$ cat src/core/split_timer_defines.svh
// Purpose: register map and field positions of the split timer
// Assumes: 32-bit AHB-Lite data, one aligned word per register
// Notes: field ranges are written hi:lo for direct part-selects
`ifndef SPLIT_TIMER_DEFINES_SVH
`define SPLIT_TIMER_DEFINES_SVH
// register byte offsets, low address bits only
`define ADDR_BITS 7:0
`define OFF_CLK_DIV 8'h04
`define OFF_LOW_COUNT 8'h10
`define OFF_HIGH_COUNT 8'h14
`define OFF_LOW_PERIOD 8'h18
`define OFF_HIGH_PERIOD 8'h1C
`define OFF_TIMER_CTRL 8'h20
`define OFF_GLOBAL_CTRL 8'h24
`define OFF_WDOG_CTRL 8'h28
// timer control register fields
`define TC_STAT_LO 0
`define TC_INV_LO 2
`define TC_LOWER_CLOCK_PULSE_SELECT 3
`define TC_PW_LO 5:4
`define TC_EN_LO 7:6
`define TC_SRC_LO 8
`define TC_GATE_LO 9
`define TC_INVIN_LO 10
`define TC_STAT_HI 16
`define TC_INV_HI 18
`define TC_UPPER_CLOCK_PULSE_SELECT 19
`define TC_PW_HI 21:20
`define TC_EN_HI 23:22
`define TC_WMASK 32'h00FC07FC
// global control register fields
`define GC_RUN_LO 0
`define GC_RUN_HI 1
`define GC_CFG 3:2
`define GC_PSC 11:8
`define GC_DDR 15:12
`define GC_WMASK 32'h0000FF0F
// watchdog control register fields
`define WD_ARM 0
`define WD_WMASK 32'h00000001
// bus constants and reset values
`define HTRANS_BUSY_BIT 1
`define RESP_OKAY 1'h0
`define WORD_ZERO 32'h00000000
`define WORD_ONES 32'hFFFFFFFF
`define PSC_ZERO 4'h0
`define PSC_STEP 4'h1
`endif

$ cat src/core/split_timer_pkg.sv
// Purpose: shared types of the split timer
// Assumes: used through scoped names only
// Notes: bus states are binary coded from idle
package split_timer_pkg;
   typedef enum logic [1:0] {
      CFG_WIDE = 2'h0,
      CFG_UNCHAINED = 2'h1,
      CFG_WATCHDOG = 2'h2,
      CFG_CHAINED = 2'h3
   } cfg_t;
   typedef enum logic [1:0] {
      EN_OFF = 2'h0,
      EN_ONCE = 2'h1,
      EN_CONT = 2'h2,
      EN_SPARE = 2'h3
   } enmode_t;
   typedef enum logic [1:0] {
      BUS_IDLE = 2'h0,
      BUS_READ = 2'h1,
      BUS_WRITE = 2'h2
   } bus_state_t;
endpackage

$ cat src/core/half_if.sv
// Purpose: control bundle between the timer core and one count half
// Assumes: one clock domain
// Notes: eq is combinational from count and period
`timescale 1ns/1ps
interface half_if #(parameter int W = 32);
   logic tick;
   logic clr;
   logic wr;
   logic [W-1:0] wdata;
   logic [W-1:0] period;
   logic [W-1:0] count;
   logic eq;
   modport ctrl(output tick, clr, wr, wdata, period, input count, eq);
   modport half(input tick, clr, wr, wdata, period, output count, eq);
endinterface

$ cat src/core/count_half.sv
// Purpose: one 32-bit count word with period compare
// Assumes: tick, clr and wr are single-cycle qualifiers
// Notes: software load beats clear, clear beats advance
`timescale 1ns/1ps
module count_half (
   // clock, reset, enable
   input wire logic clk,
   input wire logic rst,
   input wire logic ce,
   // control bundle
   half_if.half hb
);
   // compare against the period
   assign hb.eq = (hb.count == hb.period);

   // load, clear or advance the count
   always_ff @(posedge clk or posedge rst) begin
      if (rst) begin
         hb.count <= '0;
      end else if (ce) begin
         if (hb.wr) begin
            hb.count <= hb.wdata;
         end else if (hb.clr) begin
            hb.count <= '0;
         end else if (hb.tick) begin
            hb.count <= hb.count + 1'h1;
         end
      end
   end
endmodule // count_half

$ cat src/core/out_shaper.sv
// Purpose: pulse or clock mode output shaping for one half
// Assumes: fire is a one-cycle match pulse
// Notes: pulse length counts wtick edges, so its first tick may be partial
`timescale 1ns/1ps
module out_shaper (
   // clock, reset, enable
   input wire logic clk,
   input wire logic rst,
   input wire logic ce,
   // events and settings
   input wire logic fire,
   input wire logic wtick,
   input wire logic clkMode,
   input wire logic invert,
   input wire logic [1:0] width,
   // shaped level
   output logic level
);
   logic pulseQ;
   logic togQ;
   logic [1:0] widCntQ;

   // pulse stretch, toggle and registered output level
   always_ff @(posedge clk or posedge rst) begin
      if (rst) begin
         pulseQ <= 1'h0;
         togQ <= 1'h0;
         widCntQ <= 2'h0;
         level <= 1'h0;
      end else if (ce) begin
         if (fire) begin
            pulseQ <= 1'h1;
            widCntQ <= 2'h0;
         end else if (pulseQ && wtick) begin
            if (widCntQ == width) begin
               pulseQ <= 1'h0;
            end else begin
               widCntQ <= widCntQ + 2'h1;
            end
         end
         if (fire) begin
            togQ <= ~togQ;
         end
         level <= (clkMode ? togQ : pulseQ) ^ invert;
      end
   end
endmodule // out_shaper

$ cat src/core/split_timer_top.sv
// Purpose: configurable 64-bit or dual 32-bit general-purpose timer
// Assumes: AHB-Lite single word transfers, pins synchronous to clk
// Notes: reads take one wait state, writes none; hresp is always okay
`timescale 1ns/1ps
`include "split_timer_defines.svh"

module split_timer_top #(
   parameter int DIV_W = 8
) (
   // clock, reset, enable
   input wire logic clk,
   input wire logic rst,
   input wire logic ce,
   // ahb-lite slave
   input wire logic hsel,
   input wire logic [31:0] haddr,
   input wire logic [1:0] htrans,
   input wire logic hwrite,
   input wire logic [2:0] hsize,
   input wire logic [31:0] hwdata,
   input wire logic hready,
   output logic hreadyout,
   output logic [31:0] hrdata,
   output logic hresp,
   // board pins
   input wire logic timerInputPin,
   output logic timerOutputPin,
   // events
   output logic lowerInterrupt,
   output logic lowerDmaEvent,
   output logic upperInterrupt,
   output logic upperDmaEvent
);
   // true for the two counting enable modes
   function automatic logic isActive(input split_timer_pkg::enmode_t m);
      isActive = (m == split_timer_pkg::EN_ONCE) ||
                 (m == split_timer_pkg::EN_CONT);
   endfunction

   // bus state
   split_timer_pkg::bus_state_t busQ;
   logic [7:0] addrQ;
   logic hreadyQ;
   logic [31:0] rdataQ;
   // registers
   logic [31:0] tcrQ;
   logic [31:0] tcrD;
   logic [31:0] gcrQ;
   logic [31:0] gcrD;
   logic [31:0] wdcQ;
   logic [31:0] lowPeriodQ;
   logic [31:0] highPeriodQ;
   logic [DIV_W-1:0] divQ;
   logic [DIV_W-1:0] divCntQ;
   logic wdLockQ;
   // clocking and event state
   logic [2:0] pinSyncQ;
   logic preTickQ;
   logic pscFireQ;
   logic loEvtQ;
   logic hiEvtQ;
   logic loLevel;
   logic hiLevel;

   half_if #(.W(32)) lo();
   half_if #(.W(32)) hi();

   // address phase qualification
   wire take = hsel && hready && htrans[`HTRANS_BUSY_BIT];
   wire takeRd = take && !hwrite;
   wire takeWr = take && hwrite;
   wire wrPhase = (busQ == split_timer_pkg::BUS_WRITE);

   // write decode in the data phase
   wire wrDiv = wrPhase && (addrQ == `OFF_CLK_DIV);
   wire wrLowCnt = wrPhase && (addrQ == `OFF_LOW_COUNT);
   wire wrHighCnt = wrPhase && (addrQ == `OFF_HIGH_COUNT);
   wire wrLowPrd = wrPhase && (addrQ == `OFF_LOW_PERIOD);
   wire wrHighPrd = wrPhase && (addrQ == `OFF_HIGH_PERIOD);
   wire wrTcr = wrPhase && (addrQ == `OFF_TIMER_CTRL);
   wire wrGcr = wrPhase && (addrQ == `OFF_GLOBAL_CTRL);
   wire wrWdc = wrPhase && (addrQ == `OFF_WDOG_CTRL);

   // control field views
   wire split_timer_pkg::cfg_t cfg = split_timer_pkg::cfg_t'(gcrQ[`GC_CFG]);
   wire split_timer_pkg::enmode_t loMode =
      split_timer_pkg::enmode_t'(tcrQ[`TC_EN_LO]);
   wire split_timer_pkg::enmode_t hiMode =
      split_timer_pkg::enmode_t'(tcrQ[`TC_EN_HI]);
   wire runLo = gcrQ[`GC_RUN_LO];
   wire runHi = gcrQ[`GC_RUN_HI];
   wire isWide = (cfg == split_timer_pkg::CFG_WIDE);
   wire isUnch = (cfg == split_timer_pkg::CFG_UNCHAINED);
   wire isChain = (cfg == split_timer_pkg::CFG_CHAINED);
   wire loGo = runLo && isActive(loMode);
   wire hiGo = runHi && isActive(hiMode);

   // timer clock sources: divided internal, gated, or input pin edge
   wire intTick = (divCntQ == divQ);
   wire pinLvl = pinSyncQ[1] ^ tcrQ[`TC_INVIN_LO];
   wire pinPrev = pinSyncQ[2] ^ tcrQ[`TC_INVIN_LO];
   wire extRise = pinLvl && !pinPrev;
   wire gatedTick = tcrQ[`TC_GATE_LO] ? (intTick && pinLvl) : intTick;
   wire srcTick = tcrQ[`TC_SRC_LO] ? extRise : gatedTick;

   // lower half advance and match
   wire tickWide = srcTick && loGo && runHi;
   wire loTick = isWide ? tickWide :
                 isChain ? (preTickQ && loGo) :
                 isUnch ? (srcTick && loGo) : 1'h0;
   wire loMatch = isWide ? (lo.eq && hi.eq) : lo.eq;
   wire loWrap = loTick && loMatch;

   // upper half advance and match
   wire loAllOnes = (lo.count == `WORD_ONES);
   wire hiTick = isWide ? (tickWide && loAllOnes) :
                 isChain ? (srcTick && runLo && runHi) :
                 isUnch ? (pscFireQ && hiGo) : 1'h0;
   wire hiWrap = hiTick && hi.eq;
   wire hiEvt = isUnch && hiWrap;

   // unchained 4-bit prescaler on the internal clock only
   wire [3:0] pscNow = gcrQ[`GC_PSC];
   wire pscHit = (pscNow == gcrQ[`GC_DDR]);
   wire pscStep = isUnch && hiGo && intTick;

   // count half connections
   assign lo.tick = loTick;
   assign lo.clr = loWrap || !runLo;
   assign lo.wr = wrLowCnt;
   assign lo.wdata = hwdata;
   assign lo.period = lowPeriodQ;
   assign hi.tick = hiTick;
   assign hi.clr = (isWide ? loWrap : hiWrap) || !runHi;
   assign hi.wr = wrHighCnt;
   assign hi.wdata = hwdata;
   assign hi.period = highPeriodQ;

   count_half lowHalf (
      .clk(clk),
      .rst(rst),
      .ce(ce),
      .hb(lo)
   );

   count_half highHalf (
      .clk(clk),
      .rst(rst),
      .ce(ce),
      .hb(hi)
   );

   // lower output drives the pin and the lower status bit
   out_shaper lowShaper (
      .clk(clk),
      .rst(rst),
      .ce(ce),
      .fire(loWrap),
      .wtick(srcTick),
      .clkMode(tcrQ[`TC_LOWER_CLOCK_PULSE_SELECT]),
      .invert(tcrQ[`TC_INV_LO]),
      .width(tcrQ[`TC_PW_LO]),
      .level(loLevel)
   );

   // upper output only reaches the upper status bit
   out_shaper highShaper (
      .clk(clk),
      .rst(rst),
      .ce(ce),
      .fire(hiEvt),
      .wtick(intTick),
      .clkMode(tcrQ[`TC_UPPER_CLOCK_PULSE_SELECT]),
      .invert(tcrQ[`TC_INV_HI]),
      .width(tcrQ[`TC_PW_HI]),
      .level(hiLevel)
   );

   // timer control next value: write, then one-shot disarm
   always_comb begin
      tcrD = tcrQ;
      if (wrTcr) begin
         tcrD = (tcrQ & ~`TC_WMASK) | (hwdata & `TC_WMASK);
      end else begin
         if (loWrap && loMode == split_timer_pkg::EN_ONCE) begin
            tcrD[`TC_EN_LO] = split_timer_pkg::EN_OFF;
         end
         if (hiEvt && hiMode == split_timer_pkg::EN_ONCE) begin
            tcrD[`TC_EN_HI] = split_timer_pkg::EN_OFF;
         end
      end
   end

   // global control next value: locked configuration, prescale count
   always_comb begin
      gcrD = gcrQ;
      if (wrGcr) begin
         gcrD = (gcrQ & ~`GC_WMASK) | (hwdata & `GC_WMASK);
         if (wdLockQ || cfg == split_timer_pkg::CFG_WATCHDOG) begin
            gcrD[`GC_CFG] = gcrQ[`GC_CFG];
         end
      end else if (!runHi) begin
         gcrD[`GC_PSC] = `PSC_ZERO;
      end else if (pscStep) begin
         gcrD[`GC_PSC] = pscHit ? `PSC_ZERO : pscNow + `PSC_STEP;
      end
   end

   // read data selection
   wire [31:0] tcrRead = tcrQ | (32'(loLevel) << `TC_STAT_LO) |
                         (32'(hiLevel) << `TC_STAT_HI);
   wire [31:0] readMux =
      (addrQ == `OFF_CLK_DIV) ? 32'(divQ) :
      (addrQ == `OFF_LOW_COUNT) ? lo.count :
      (addrQ == `OFF_HIGH_COUNT) ? hi.count :
      (addrQ == `OFF_LOW_PERIOD) ? lowPeriodQ :
      (addrQ == `OFF_HIGH_PERIOD) ? highPeriodQ :
      (addrQ == `OFF_TIMER_CTRL) ? tcrRead :
      (addrQ == `OFF_GLOBAL_CTRL) ? gcrQ :
      (addrQ == `OFF_WDOG_CTRL) ? wdcQ : `WORD_ZERO;

   // bus slave: zero-wait writes, reads with one wait state
   always_ff @(posedge clk or posedge rst) begin
      if (rst) begin
         busQ <= split_timer_pkg::BUS_IDLE;
         addrQ <= 8'h00;
         hreadyQ <= 1'h1;
         rdataQ <= `WORD_ZERO;
      end else if (ce) begin
         case (busQ)
            split_timer_pkg::BUS_READ: begin
               rdataQ <= readMux;
               hreadyQ <= 1'h1;
               busQ <= split_timer_pkg::BUS_IDLE;
            end
            default: begin
               if (takeRd) begin
                  busQ <= split_timer_pkg::BUS_READ;
                  hreadyQ <= 1'h0;
                  addrQ <= haddr[`ADDR_BITS];
               end else if (takeWr) begin
                  busQ <= split_timer_pkg::BUS_WRITE;
                  addrQ <= haddr[`ADDR_BITS];
               end else begin
                  busQ <= split_timer_pkg::BUS_IDLE;
               end
            end
         endcase
      end
   end

   assign hreadyout = hreadyQ;
   assign hrdata = rdataQ;
   assign hresp = `RESP_OKAY;

   // control registers; reset values select the 64-bit counter
   always_ff @(posedge clk or posedge rst) begin
      if (rst) begin
         tcrQ <= `WORD_ZERO;
         gcrQ <= `WORD_ZERO;
         wdcQ <= `WORD_ZERO;
         wdLockQ <= 1'h0;
      end else if (ce) begin
         tcrQ <= tcrD;
         gcrQ <= gcrD;
         if (wrWdc) begin
            wdcQ <= hwdata & `WD_WMASK;
         end
         if (cfg == split_timer_pkg::CFG_WATCHDOG) begin
            wdLockQ <= 1'h1;
         end
      end
   end

   // period words and internal clock divider setting
   always_ff @(posedge clk or posedge rst) begin
      if (rst) begin
         lowPeriodQ <= `WORD_ZERO;
         highPeriodQ <= `WORD_ZERO;
         divQ <= '0;
      end else if (ce) begin
         if (wrLowPrd) begin
            lowPeriodQ <= hwdata;
         end
         if (wrHighPrd) begin
            highPeriodQ <= hwdata;
         end
         if (wrDiv) begin
            divQ <= hwdata[DIV_W-1:0];
         end
      end
   end

   // internal clock divider and input pin synchroniser
   always_ff @(posedge clk or posedge rst) begin
      if (rst) begin
         divCntQ <= '0;
         pinSyncQ <= 3'h0;
      end else if (ce) begin
         divCntQ <= (intTick || wrDiv) ? '0 : divCntQ + 1'h1; // no wrap stall
         pinSyncQ <= {pinSyncQ[1:0], timerInputPin};
      end
   end

   // prescaler ticks land one cycle after their match
   always_ff @(posedge clk or posedge rst) begin
      if (rst) begin
         preTickQ <= 1'h0;
         pscFireQ <= 1'h0;
      end else if (ce) begin
         preTickQ <= isChain && hiWrap;
         pscFireQ <= pscStep && pscHit;
      end
   end

   // registered event pulses
   always_ff @(posedge clk or posedge rst) begin
      if (rst) begin
         loEvtQ <= 1'h0;
         hiEvtQ <= 1'h0;
      end else if (ce) begin
         loEvtQ <= loWrap;
         hiEvtQ <= hiEvt;
      end
   end

   assign lowerInterrupt = loEvtQ;
   assign lowerDmaEvent = loEvtQ;
   assign upperInterrupt = hiEvtQ;
   assign upperDmaEvent = hiEvtQ;
   assign timerOutputPin = loLevel;
endmodule // split_timer_top

$ cat config.mk
export PLATFORM = sky130hd
export DESIGN_NAME = split_timer_top
export DESIGN_NICKNAME = d
export VERILOG_FILES = /design/src/core/split_timer_pkg.sv /design/src/core/half_if.sv /design/src/core/count_half.sv /design/src/core/out_shaper.sv /design/src/core/split_timer_top.sv
export VERILOG_INCLUDE_DIRS = /design/src /design/src/core
export SDC_FILE = /design/constraint.sdc
export NUM_CORES = 1
export LEC_CHECK = 0
export ABC_AREA = 1
export BUFFER_PORTS_ARGS = -buffer_cell sky130_fd_sc_hd__buf_4
export CORE_ASPECT_RATIO = 0.6
export CORE_MARGIN = 4
export CORE_UTILIZATION = 55
export CTS_CLUSTER_SIZE = 24
export DETAILED_ROUTE_END_ITERATION = 16
export HOLD_SLACK_MARGIN = 0.05
export PLACE_DENSITY_LB_ADDON = 0.08
export SLEW_MARGIN = 20
export SYNTH_ARGS = -nofsm -noshare
export SYNTH_HDL_FRONTEND = slang
export SYNTH_HIERARCHICAL = 1
export SYNTH_SLANG_ARGS = --single-unit
$ cat constraint.sdc
create_clock -name clk -period 4.55 [get_ports clk]
set_clock_uncertainty 0.1 [all_clocks]
set_input_delay 0.2275 -clock clk [delete_from_list [all_inputs] [get_ports clk]]
set_output_delay 0.2275 -clock clk [all_outputs]
set_load 0.01 [all_outputs]
Word-level counts from Yosys, hierarchy flattened
Cells that the tools add are included.
{"block": "op_classes", "reduce_logical": 78, "n_addsub": 6, "eq_ne": 27, "muxes": 54, "n_bitwise": 12}
{"operator": "$mux 32", "count": 13}
{"operator": "$add 32x1->32 const B", "count": 2}
{"operator": "$eq 32x32->1", "count": 2}
{"operator": "$logic_and 1x1->1", "count": 35}
{"operator": "$eq 32x32->1 const B", "count": 1}
{"operator": "$eq 8x5->1 const B", "count": 4}
{"operator": "$or 32x1->32", "count": 1}
{"operator": "$or 32x16->32", "count": 1}
{"operator": "$or 32x17->32", "count": 1}
{"operator": "$or 32x24->32", "count": 1}
{"operator": "$reduce_and 2->1", "count": 16}
{"operator": "$mux 2", "count": 13}
{"operator": "$eq 8x6->1 const B", "count": 3}
{"operator": "$mux 8", "count": 3}
{"operator": "$mux 1", "count": 21}
{"operator": "$reduce_and 3->1", "count": 6}
{"operator": "$mux 4", "count": 4}
{"operator": "$reduce_bool 2->1", "count": 8}
{"operator": "$eq 2x2->1 const B", "count": 5}
{"operator": "$add 8x1->8 const B", "count": 1}
{"operator": "$eq 2x1->1 const B", "count": 4}
{"operator": "$eq 8x3->1 const B", "count": 1}
{"operator": "$eq 8x8->1", "count": 1}
{"operator": "$logic_or 1x1->1", "count": 6}
{"operator": "11 further kinds", "count": 24}
{"block": "totals", "output_inout_bits": 39, "register_bits": 270, "in_bits": 76}

Logic depth before layout (Yosys ltp)
Gate-level depths: netlist of run 1.
{"block": "logic_depth", "word_depth": 13, "ltp_mapped": 18, "ltp_nobuf": 18}

Cells and area by module
The synthesis of run 1 kept the hierarchy.
{"module": "split_timer_top", "instances": 1, "cells_each": 966, "area_per_inst_um2": 7828.8, "seq_area_each_um2": 3980.1}
{"module": "count_half", "instances": 2, "cells_each": 421, "area_per_inst_um2": 2770.2, "seq_area_each_um2": 800.8}
{"module": "out_shaper", "instances": 2, "cells_each": 44, "area_per_inst_um2": 305.3, "seq_area_each_um2": 125.1}

Least setup slack after synthesis of run 1
OpenSTA, ideal clock, no wires.
{"block": "synth_timing", "kind": "reg2reg", "startpoint": "reg highHalf.hb.count[4]", "endpoint": "reg highHalf.hb.count[19]", "stages_incl_launch_ff": 16, "setup_ps": 122, "slack_ps": 2274, "path_buffers": 2, "required_ps": 4328, "t_arrival_ps": 2055, "synth_period_minus_slack_ps": 2276, "path_cell_list": "dfrtp_1 buf_4 xnor2_1 nand4_1 nor2_1 nand2_1 nor2_1 o21a_1 nand2_1 o211ai_1 inv_1 nand2_1 o21ai_2 buf_2 a21oi_1 a21oi_2"}
{"block": "synth_via", "elab_chain_cells": 8}
{"item": "from (decl)", "line": "half_if.sv:14", "rtl": "modport half(input tick, clr, wr, wdata, period, output count, eq);"}
{"item": "from (signal assigned)", "line": "count_half.sv:22", "rtl": "hb.count <= hb.wdata;"}
{"item": "from (signal assigned)", "line": "count_half.sv:26", "rtl": "hb.count <= hb.count + 1'h1;"}
{"item": "$eq 32x32->1 (*)", "line": "count_half.sv:14", "rtl": "assign hb.eq = (hb.count == hb.period);"}
{"item": "named net hi.eq", "line": "half_if.sv:12", "rtl": "logic eq;"}
{"item": "$logic_and 1x1->1", "line": "split_timer_top.sv:111", "rtl": "wire loMatch = isWide ? (lo.eq && hi.eq) : lo.eq;"}
{"item": "$mux 1", "line": "split_timer_top.sv:111"}
{"item": "$logic_and 1x1->1", "line": "split_timer_top.sv:112", "rtl": "wire loWrap = loTick && loMatch;"}
{"item": "$mux 1 (*)", "line": "split_timer_top.sv:134", "rtl": "assign hi.clr = (isWide ? loWrap : hiWrap) || !runHi;"}
{"item": "$logic_or 1x1->1 (*)", "line": "split_timer_top.sv:134"}
{"item": "named net hi.clr", "line": "half_if.sv:7", "rtl": "logic clr;"}
{"item": "$reduce_bool 3->1 (no source line) or $mux 32 (tied branches)"}
{"item": "$reduce_and 2->1 (no source line) or $mux 32 (tied branches)"}
The timed path passes the listed nets; every way through them passes the cells marked *. The select of a mux whose other input is x is not followed.
A chain may end at the register's enable or synchronous reset.

Worst setup path after layout of run 1
{"block": "layout_timing", "startpoint": "reg highHalf.hb.count[15]", "endpoint": "reg lowHalf.hb.count[4]"}
{"block": "layout_via", "elab_chain_cells": 7}
{"item": "$eq 32x32->1 (*)", "line": "count_half.sv:14"}
{"item": "named net hi.eq", "line": "half_if.sv:12"}
{"item": "$logic_and 1x1->1 (*)", "line": "split_timer_top.sv:111"}
{"item": "$mux 1 (*)", "line": "split_timer_top.sv:111"}
{"item": "$logic_and 1x1->1 (*)", "line": "split_timer_top.sv:112"}
{"item": "$logic_or 1x1->1 (*)", "line": "split_timer_top.sv:129", "rtl": "assign lo.clr = loWrap || !runLo;"}
{"item": "named net lo.clr", "line": "half_if.sv:7"}
{"item": "$reduce_bool 3->1 (no source line) or $mux 32 (tied branches)"}
{"item": "$reduce_and 2->1 (no source line) or $mux 32 (tied branches)"}
{"item": "to (signal assigned)", "line": "count_half.sv:22"}
{"item": "to (signal assigned)", "line": "count_half.sv:26"}
{"item": "to (decl)", "line": "half_if.sv:14"}
The timed path passes the listed nets; every way through them passes the cells marked *.

==> impl_metrics.py, run 1 <==
metrics = {
    "status": {
        "status": "finished clean",
    },
    "synthesis": {
        "yosys.cell_count.top_type": "sky130_fd_sc_hd__nand2_1",
        "seq_area_frac_synth": 0.417,
        "synth_area_per_cell_sq_um": 7.37,
        "yosys_reg_bits": 233,
        "mappedNetlistArea_sq_um": 14000,
        "share_of_synthesized_registers_carrying_an_async_set_or_reset": 1.00,
        "synthTopCellsByCount": "sky130_fd_sc_hd__nand2_1, sky130_fd_sc_hd__dfrtp_1, sky130_fd_sc_hd__inv_1",
        "ys_types": 51,
        "cell_taking_the_most_area_after_synthesis": "sky130_fd_sc_hd__dfrtp_1",
        "yosysWarnings": 6,
        "synth_top_cell_area_share": 0.415,
        "edff_count_synth": 0,
        "synth.net_count": 1978,
        "ys.flop_type": "sky130_fd_sc_hd__dfrtp_1",
        "postSynthCellCount": 1896,
        "synthTopCellsByArea": "sky130_fd_sc_hd__dfrtp_1, sky130_fd_sc_hd__nand2_1, sky130_fd_sc_hd__o21ai_0",
    },
    "floorplan": {
        "die_w_um": 214,
        "dieHeight_um": 131,
        "top_level_ports": 115,
        "design.die.area_sq_um": 28100,
        "initial_core_util": 0.568,
        "design.core.area_sq_um": 24600,
        "placement_rows": 44,
    },
    "layout": {
        "nNetsFinal": 2096,
        "fillCellCount": 2174,
        "antenna_cells_inserted": 0,
        "final_util": 0.658,
        "final_layout_size_suffix_gt1_frac": 0.139,
        "area_growth_syn_to_layout_pct": 15.9,
    },
    "placed_design": {
        "pre_cts_slack_ns": 0.774,
        "dp_hpwl_um": 36600,
        "place_congestion": 0.978,
        "buffer_ports.inserted": 85,
    },
    "sta": {
        "achievable-frequency_mhz": 249,
        "summed_negative_setup_slack_over_all_endpoints_ns": 0,
        "setup_repair_after_global_routing_missed_its_margin": "no",
        "setup_viol": 0,
        "period_needed_ns": 4.02,
        "final_min_period_over_clock_period": 0.883,
        "final-hold-violation-count": 0,
        "setup_slack_ns": 0.532,
        "relSlewSlack": 0.295,
        "final_max_slew_viol_count": 0,
        "worst-slew-pin-transition_ns": 1.06,
    },
    "worst_setup_path": {
        "critical_path.max_fanout": 41,
        "worstPathRequired_ns": 4.84,
        "critPathCapture": "lowHalf/hb.count[4]",
        "critPathLaunch": "highHalf/hb.count[15]",
        "kind_of_capture_point_of_the_worst_setup_path": "flop",
        "crit-reg2reg-launch": "highHalf/hb.count[15]",
        "setup_slack_on_the_worst_flop_to_flop_path_ns": 0.53,
        "timing.reg2reg.worst_path_depth": 18,
        "timing_worst_setup_path_type": "reg -> reg",
        "r2r-end": "lowHalf/hb.count[4]",
        "crit_arrival_ns": 4.31,
        "critical_path.startpoint_type": "flop",
    },
    "cts": {
        "cts.htree.levels": 1,
        "cts-buffers-inserted": 23,
        "numClockSinks": 233,
        "clk_latency_ns": 0.53,
        "clk_root_buffer_cell": "sky130_fd_sc_hd__clkbuf_16",
        "clkTransAtPathRegs_ns": 0.06,
        "cts-resized-gates": 0,
        "clock_path_buffers": 3,
        "cts_tree": "yes",
    },
    "worst_hold_path": {
        "min_path_type": "in -> async",
    },
    "global_routing": {
        "number_of_global_route_vias_before_repair": 12600,
        "use_met3": 0.197,
        "grt_pass1_wl_um": 76000,
        "grt-busiest-layer": "met1",
        "globalRoute.totalOverflow": 0,
        "grt_resource_usage_total": 0.352,
        "initial_antenna_violation_count": 1,
        "gr-usage-met2": 0.420,
        "use_met1": 0.546,
        "grt_max_degree": 160,
    },
    "drt": {
        "vias_per_cell": 5.84,
        "avgRoutedWirePerCell_um": 21.3,
        "via_count": 13700,
        "antenna_violating_nets_post_route": 0,
        "dr.first_iter.drc_count": 1847,
        "drc": 0,
        "detail_route.wirelength_um": 50100,
        "count_of_tritonroute_iterations_in_the_first_routing_pass": 8,
    },
    "power": {
        "power_per_cell_area_nw_per_um2": 361,
        "power.share.combinational": 0.211,
        "p_total_mw": 5.85,
        "switching_share": 0.327,
        "cell_internal_power_mw": 3.94,
        "p_leak_nw": 7.51,
        "p_switching_mw": 1.92,
        "power_frac_seq": 0.446,
        "vdd_ir_drop_max_uv": 230,
        "clkPwrFrac": 0.343,
    },
    "run": {
        "max_cap_violations": 0,
    },
}
layout make-up:
class                           count  area, sq um  share of cell area
Sequential cell                   233         5830               0.360
Clock buffer                       32          689              0.0426
Inverter                          189          719              0.0444
Tap cell                          322          403              0.0249
Multi-Input combinational cell   1404         7110               0.439
Clock inverter                      8         95.1             0.00587
Timing Repair Buffer              163         1350              0.0834
through the flow:
stage / instances / hold WS (ns) / instance area [sq um]
after global placement: 2265 / 0.129 / 15000
after detailed placement: 2265 / 0.129 / 15000
after floorplan: 1896 / -0.0940 / 14000
after CTS: 2351 / 0.130 / 16200
after global routing: 2351 / 0.164 / 16200
final: 2351 / 0.149 / 16200
logic make-up (layout without fill, tap and decap cells):
logic type | Yosys count | after routing | synth area share
AOI/OAI and AO/OA | 389 | 389 | 0.156
xor gates and xnor gates | 76 | 76 | 0.0476
adders and majority gates | 6 | 6 | 0.00537
buffers and inverters | 259 | 392 | 0.0761
DFF | 233 | 233 | 0.417
muxes | 2 | 2 | 0.00143
other | 1 | 1 | 0.000268
and+or+nand+nor | 930 | 930 | 0.296
routing by layer:
metal	part of all wire	vias up	wire, um
met2	0.36	756	18100
met1	0.44	6474	22100
li1	-	6410	-
met3	0.18	76	8980
met4	0.017	4	851
met5	0.0023	-	115
power by group through the flow:
stage	logic (mW)	registers [mW]	clock network, mW
detailed placement	1.17	2.63	0
CTS	1.20	2.59	2.03
floorplan	0.730	2.57	0
global placement	1.14	2.62	0
global route	1.36	2.63	2.12
finish	1.23	2.61	2.01
critical path, cell delays in order, from the launching register on:
cell and delay [ns]:
sky130_fd_sc_hd__dfrtp_1 0.48, sky130_fd_sc_hd__inv_1 0.20, sky130_fd_sc_hd__nor2_1 0.06, sky130_fd_sc_hd__nor3_1 0.18
sky130_fd_sc_hd__nand2_1 0.14, sky130_fd_sc_hd__nor2_1 0.10, sky130_fd_sc_hd__nand2_1 0.05, sky130_fd_sc_hd__nor2_1 0.44
sky130_fd_sc_hd__o21a_1 0.25, sky130_fd_sc_hd__nand2_1 0.14, sky130_fd_sc_hd__nand2_1 0.09, sky130_fd_sc_hd__inv_1 0.04
sky130_fd_sc_hd__nand2_1 0.33, sky130_fd_sc_hd__o21ai_2 0.08, sky130_fd_sc_hd__buf_4 0.30, sky130_fd_sc_hd__inv_2 0.45
sky130_fd_sc_hd__o21ai_0 0.16, sky130_fd_sc_hd__o21ai_0 0.16, sky130_fd_sc_hd__a22oi_1 0.11
layout by cell type (no fill, tap or decap), types with 9 or more instances in the layout:
cell type,Yosys,layout
sky130_fd_sc_hd__a21oi_1,140,140
sky130_fd_sc_hd__a21oi_2,10,10
sky130_fd_sc_hd__a22oi_1,20,20
sky130_fd_sc_hd__buf_4,8,116
sky130_fd_sc_hd__clkbuf_16,0,23
sky130_fd_sc_hd__dfrtp_1,232,232
sky130_fd_sc_hd__dlygate4sd3_1,0,46
sky130_fd_sc_hd__inv_1,173,172
sky130_fd_sc_hd__inv_2,13,13
sky130_fd_sc_hd__nand2_1,518,517
sky130_fd_sc_hd__nand2_2,25,26
sky130_fd_sc_hd__nand3_1,117,117
sky130_fd_sc_hd__nand4_1,27,27
sky130_fd_sc_hd__nor2_1,165,163
sky130_fd_sc_hd__nor2_2,18,19
sky130_fd_sc_hd__nor2_4,15,16
sky130_fd_sc_hd__nor3_1,13,12
sky130_fd_sc_hd__o21ai_0,148,148
sky130_fd_sc_hd__o21ai_1,24,24
sky130_fd_sc_hd__o21ai_2,10,9
sky130_fd_sc_hd__o22ai_1,10,10
sky130_fd_sc_hd__xnor2_1,66,66
sky130_fd_sc_hd__xor2_1,10,10
repair_timing:
item / 4_1_cts / 5_1_grt
hold buffers: 46 / 0
endpoints found under the hold margin: 398 / 0
buffers inserted: 0 / 0
flip-flops by register name, summed over array words and instances, names as in the netlist, 2 cells and up:
register            flops
addrQ                   8
hi.period              32
hrdata                 32
lowHalf/hb.count       32
divQ                    8
lo.period              32
gcrQ                   12
highShaper/widCntQ      2
busQ                    2
tcrQ                   15
lowShaper/widCntQ       2
divCntQ                 8
highHalf/hb.count      32
pinSyncQ                3
worst min-delay path by stage:
stage                     start                   end  cells after the start
after floorplan             rst      highShaper/level                      1
after global placement      rst  lowShaper/widCntQ[1]                      2
after detailed placement    rst  lowShaper/widCntQ[1]                      2
after CTS                   rst  lowShaper/widCntQ[1]                      3
after global routing        rst        lowShaper/togQ                      3
final                       rst        lowShaper/togQ                      3
(Power assumes the default switching activity.)
==> run 2, diff against run 1 <==
--- a/config.mk
+++ b/config.mk
@@ -9,12 +9,13 @@
 export ABC_AREA = 1
 export BUFFER_PORTS_ARGS = -buffer_cell sky130_fd_sc_hd__buf_4
 export CORE_ASPECT_RATIO = 0.6
-export CORE_MARGIN = 4
+export CORE_MARGIN = 1
 export CORE_UTILIZATION = 55
+export CTS_CLUSTER_DIAMETER = 30
 export CTS_CLUSTER_SIZE = 24
 export DETAILED_ROUTE_END_ITERATION = 16
 export HOLD_SLACK_MARGIN = 0.05
-export PLACE_DENSITY_LB_ADDON = 0.08
+export PLACE_DENSITY = 0.77
 export SLEW_MARGIN = 20
 export SYNTH_ARGS = -nofsm -noshare
 export SYNTH_HDL_FRONTEND = slang
==> impl_metrics.py, run 2 (synthesized netlist as in run 1, its figures left out) <==
metrics = {
    "sta": {
        "worst-slew-pin-transition_ns": 1.03,
        "setup_viol": 0,
        "summed_negative_setup_slack_over_all_endpoints_ns": 0,
        "achievable-frequency_mhz": 265,
        "final_min_period_over_clock_period": 0.831,
        "relSlewSlack": 0.311,
        "final_max_slew_viol_count": 0,
        "setup_repair_after_global_routing_missed_its_margin": "no",
        "holdWs_ns": 0.0847,
        "final-hold-violation-count": 0,
        "period_needed_ns": 3.78,
    },
    "placed_design": {
        "dp_hpwl_um": 35500,
        "buffer_ports.inserted": 85,
        "place_congestion": 1.03,
        "dpl.cell_count": 2262,
    },
    "cts": {
        "clk_latency_ns": 0.53,
        "clock_path_buffers": 3,
        "postCtsSetupBuffers": 0,
        "cts-buffers-inserted": 40,
        "clkTransAtPathRegs_ns": 0.06,
        "cts_tree": "yes",
        "cts.htree.levels": 2,
        "numClockSinks": 233,
        "cts-resized-gates": 0,
        "clk_root_buffer_cell": "sky130_fd_sc_hd__clkbuf_16",
    },
    "power": {
        "vdd_ir_drop_max_uv": 255,
        "power_per_cell_area_nw_per_um2": 428,
        "p_leak_nw": 7.84,
    },
    "worst_setup_path": {
        "crit_arrival_ns": 4.06,
        "r2r-end": "lowHalf/hb.count[4]",
        "critical_path.startpoint_type": "flop",
        "critPathLaunch": "highHalf/hb.count[17]",
        "crit-reg2reg-launch": "highHalf/hb.count[17]",
        "kind_of_capture_point_of_the_worst_setup_path": "flop",
        "worstPathRequired_ns": 4.83,
        "setup_slack_on_the_worst_flop_to_flop_path_ns": 0.77,
        "timing.reg2reg.worst_path_depth": 15,
        "critical_path.max_fanout": 24,
        "timing_worst_setup_path_type": "reg -> reg",
    },
    "layout": {
        "final_layout_size_suffix_gt1_frac": 0.150,
        "layout_common_cells": "sky130_fd_sc_hd__nand2_1, sky130_fd_sc_hd__dfrtp_1, sky130_fd_sc_hd__inv_1, sky130_fd_sc_hd__nor2_1, sky130_fd_sc_hd__o21ai_0",
        "antenna_cells_inserted": 0,
        "nNetsFinal": 2109,
        "final_common_cell": "sky130_fd_sc_hd__nand2_1",
        "area_growth_syn_to_layout_pct": 20.9,
        "final_cells": 2378,
    },
    "drt": {
        "dr.first_iter.drc_count": 2155,
        "via_count": 14300,
        "detail_route.wirelength_um": 50100,
        "vias_per_cell": 6.01,
        "count_of_tritonroute_iterations_in_the_first_routing_pass": 7,
        "drc": 0,
        "avgRoutedWirePerCell_um": 21.1,
        "antenna_violating_nets_post_route": 0,
    },
    "floorplan": {
        "design.core.area_sq_um": 24600,
        "initial_core_util": 0.569,
        "die_w_um": 208,
        "dieHeight_um": 125,
        "top_level_ports": 115,
        "design.die.area_sq_um": 26100,
        "placement_rows": 44,
    },
    "worst_hold_path": {
        "min_delay_worst_endpoint": "busQ[1]",
        "min_path_type": "in -> reg",
        "hold_start": "hready",
        "hold_depth": 5,
    },
    "global_routing": {
        "grt_max_degree": 142,
        "number_of_global_route_vias_before_repair": 13200,
        "grt_pass1_wl_um": 77300,
        "globalRoute.totalOverflow": 0,
        "initial_antenna_violation_count": 0,
        "grt_resource_usage_total": 0.389,
    },
    "status": {
        "status": "finished clean",
    },
    "run": {
        "max_cap_violations": 0,
    },
}
## run 2: cell types whose count changed in the layout (fill, tap and decap cells not counted), moves of 2 or more
cell                            before  now
sky130_fd_sc_hd__clkbuf_16          23   41
sky130_fd_sc_hd__bufinv_16           2    9
sky130_fd_sc_hd__inv_6               0    4
sky130_fd_sc_hd__buf_4             116  113
sky130_fd_sc_hd__clkbuf_1            1    3
sky130_fd_sc_hd__clkinv_2            5    3
sky130_fd_sc_hd__clkinv_4            0    2
sky130_fd_sc_hd__dlygate4sd3_1      46   44
## run 2: worst max path at each step
stage | end | slack (ns) | depth (start not counted)
detailed placement | lowHalf/hb.count[2] | 0.49 | 18
floorplan | addrQ[0] | 2.21 | 1
global route | highHalf/hb.count[1] | 0.56 | 13
global placement | lowHalf/hb.count[4] | 0.55 | 18
finish | lowHalf/hb.count[4] | 0.77 | 15
CTS | lowHalf/hb.count[2] | 0.40 | 18
## run 2: metrics by stage
stage / utilization / setup slack (ns) / total power [mW] / cell area (sq um)
4_1_cts: 0.687 / 0.401 / 7.17 / 16900
5_1_grt: 0.688 / 0.556 / 7.47 / 16900
3_5_place_dp: 0.608 / 0.491 / 3.79 / 14900
3_3_place_gp: 0.608 / 0.550 / 3.75 / 14900
6_report: 0.688 / 0.771 / 7.22 / 16900
2_1_floorplan: - / 2.21 / 3.30 / 14000
## run 2: worst max-delay path, stage by stage, from the launching register on
cell	delay, ns
sky130_fd_sc_hd__dfrtp_1	0.51
sky130_fd_sc_hd__xnor2_1	0.22
sky130_fd_sc_hd__nand4_1	0.20
sky130_fd_sc_hd__nor2_1	0.21
sky130_fd_sc_hd__nand2_1	0.08
sky130_fd_sc_hd__nor2_1	0.29
sky130_fd_sc_hd__o21a_1	0.22
sky130_fd_sc_hd__nand2_1	0.14
sky130_fd_sc_hd__nand2_1	0.10
sky130_fd_sc_hd__inv_1	0.04
sky130_fd_sc_hd__nand2_1	0.39
sky130_fd_sc_hd__o21ai_4	0.26
sky130_fd_sc_hd__inv_2	0.45
sky130_fd_sc_hd__o21ai_0	0.15
sky130_fd_sc_hd__o21ai_0	0.15
sky130_fd_sc_hd__a22oi_1	0.12
## run 2: what timing repair did
action,CTS,global route
hold buffers,44,0
setup endpoints to repair,0,0
hold endpoints to repair,257,0
## run 2: metal layers
layer,up-vias,wire (um),GRT usage,share of wire
met5,-,0,0.0109,0
met4,0,839,0.0754,0.017
met3,95,8820,0.177,0.18
met2,989,19200,0.510,0.38
met1,6758,21200,0.578,0.42
li1,6448,-,-,-
## run 2: where the power goes
group,internal [mW],switching (mW)
clock,2.27,1.09
sequential,2.28,0.349
combinational,0.488,0.746
## run 2: final cells by class
type / count / area [sq um]
clock buffer: 51 / 1130
multi-input combinational: 1404 / 7120
timing repair buffer: 159 / 1340
clock inverter: 20 / 355
sequential: 233 / 5830
tap: 322 / 403
fill: 1970 / 7660
inverter: 189 / 719
==> run 3, diff against run 2 <==
==> constraint.sdc (replaced) <==
create_clock -name clk -period 3 [get_ports clk]
set_clock_uncertainty 0.1 [all_clocks]
set_input_delay 0.15 -clock clk [delete_from_list [all_inputs] [get_ports clk]]
set_output_delay 0.15 -clock clk [all_outputs]
set_load 0.01 [all_outputs]
==> impl_metrics.py, run 3 (synthesized netlist as in run 1, its figures left out) <==
metrics = {
    "status": {
        "status": "finished clean",
    },
    "cts": {
        "clkTransAtPathRegs_ns": 0.06,
        "clk_latency_ns": 0.55,
        "clk_root_buffer_cell": "sky130_fd_sc_hd__clkbuf_16",
        "cts-buffers-inserted": 40,
        "cts.htree.levels": 2,
        "numClockSinks": 233,
        "cts_tree": "yes",
        "clock_path_buffers": 3,
    },
    "sta": {
        "relSlewSlack": 0.526,
        "worst-slew-pin-transition_ns": 0.710,
        "period_needed_ns": 2.86,
        "setup_slack_ns": 0.144,
        "final_min_period_over_clock_period": 0.952,
        "setup_viol": 0,
        "setup_repair_after_global_routing_missed_its_margin": "no",
        "holdWs_ns": 0.0752,
        "summed_negative_setup_slack_over_all_endpoints_ns": 0,
        "final_max_slew_viol_count": 0,
        "final-hold-violation-count": 0,
        "achievable-frequency_mhz": 350,
    },
    "power": {
        "vdd_ir_drop_max_uv": 405,
        "p_leak_nw": 8.09,
        "power_per_cell_area_nw_per_um2": 613,
        "p_total_mw": 10.6,
    },
    "drt": {
        "met2_wirelength_from_detailed_routing_um": 19600,
        "via_count": 14400,
        "met3_length_um": 9420,
        "antenna_violating_nets_post_route": 0,
        "count_of_tritonroute_iterations_in_the_first_routing_pass": 8,
        "dr.first_iter.drc_count": 1804,
        "detail_route.wirelength_um": 52200,
        "vias_per_cell": 5.92,
        "avgRoutedWirePerCell_um": 21.4,
        "drc": 0,
        "met1_length_um": 22300,
        "dr.max_layer_used": "met4",
    },
    "worst_setup_path": {
        "cp_top_family": "simple AND/OR/NAND/NOR gates",
        "critical-path-max-stage-delay_ns": 0.39,
        "slowest_stage": "sky130_fd_sc_hd__dfrtp_1",
        "critPathBufInv": 2,
        "crit_arrival_ns": 3.16,
        "worstPathRequired_ns": 3.31,
        "critical_path.max_fanout": 8,
        "timing.critical_path.cells": "xnor2_1, nand4_1, nor2_1, nand2_1, nor2_1, o21a_1, nand2_1, o211ai_1, inv_1, nand2_2, o21ai_4, buf_4, a21oi_1, a21oi_2",
        "timing_worst_setup_path_type": "reg -> reg",
        "critical_path.startpoint_type": "flop",
        "kind_of_capture_point_of_the_worst_setup_path": "flop",
    },
    "layout": {
        "final_cells": 2440,
        "final_util": 0.706,
        "nNetsFinal": 2172,
        "finalInstanceArea_sq_um": 17300,
        "antenna_cells_inserted": 0,
        "final_common_cell": "sky130_fd_sc_hd__nand2_1",
        "area_growth_syn_to_layout_pct": 24.0,
        "final_layout_size_suffix_gt1_frac": 0.179,
        "layout_common_cells": "sky130_fd_sc_hd__nand2_1, sky130_fd_sc_hd__dfrtp_1, sky130_fd_sc_hd__inv_1, sky130_fd_sc_hd__buf_4, sky130_fd_sc_hd__nor2_1",
    },
    "placed_design": {
        "dpl.cell_count": 2323,
        "pre_cts_slack_ns": 0.112,
        "buffer_ports.inserted": 85,
        "dp_hpwl_um": 38500,
        "placedInstanceArea_sq_um": 15500,
        "place_congestion": 1.03,
    },
    "floorplan": {
        "design.core.area_sq_um": 24600,
        "design.die.area_sq_um": 26100,
        "initial_core_util": 0.569,
        "dieHeight_um": 125,
        "top_level_ports": 115,
        "die_w_um": 208,
        "placement_rows": 44,
    },
    "run": {
        "max_cap_violations": 0,
    },
    "global_routing": {
        "grt_pass1_wl_um": 79100,
        "number_of_global_route_vias_before_repair": 13400,
        "globalRoute.totalOverflow": 0,
        "initial_antenna_violation_count": 0,
        "grt_resource_usage_total": 0.403,
        "grt_max_degree": 65,
    },
    "worst_hold_path": {
        "min_path_type": "in -> async",
    },
}
[run 3: area by class of cell]
class | count | area [sq um]
fill | 1998 | 7220
multi-input combinational | 1404 | 7140
sequential | 233 | 5840
timing repair buffer | 222 | 1900
clock buffer | 48 | 1080
inverter | 189 | 724
tap | 322 | 403
clock inverter | 22 | 250
[run 3: path summary, 6_finish.rpt]
kind | startpoint | end | slack [ns] | depth (start not counted)
setup / recovery | lowHalf/hb.count[23] | highHalf/hb.count[24] | 0.14 | 14
hold / removal | rst | lowShaper/level | 0.08 | 3
setup reg to reg | lowHalf/hb.count[23] | highHalf/hb.count[24] | 0.14 | 14
hold reg to reg | hrdata[15] | hrdata[15] | 0.38 | 2
max in group asynchronous | rst | hreadyout | 1.77 | 4
min in group clk | hwrite | busQ[0] | 0.30 | 3
[run 3: timing repair]
item / CTS / global route
endpoints found under the setup margin: 0 / 64
setup buffers: 0 / 0
hold endpoints to repair: 275 / 0
hold buffers: 47 / 0
gates resized for setup: 0 / 14
[run 3: routing by layer]
metal / vias to the layer above / track usage
li1: 6575 / -
met1: 6831 / 0.583
met2: 948 / 0.513
met3: 87 / 0.226
met4: 0 / 0.0889
met5: - / 0
[run 3: tightest hold or removal path, stage by stage]
cell,delay [ns]
sky130_fd_sc_hd__dlygate4sd3_1,0.53
sky130_fd_sc_hd__buf_4,0.19
sky130_fd_sc_hd__inv_1,0.17
[run 3: power by group]
group	switching, mW	total, mW	internal [mW]
logic	1.33	2.23	0.892
clock network	1.65	4.58	2.93
registers	0.346	3.81	3.47
total	3.33	10.6	7.29
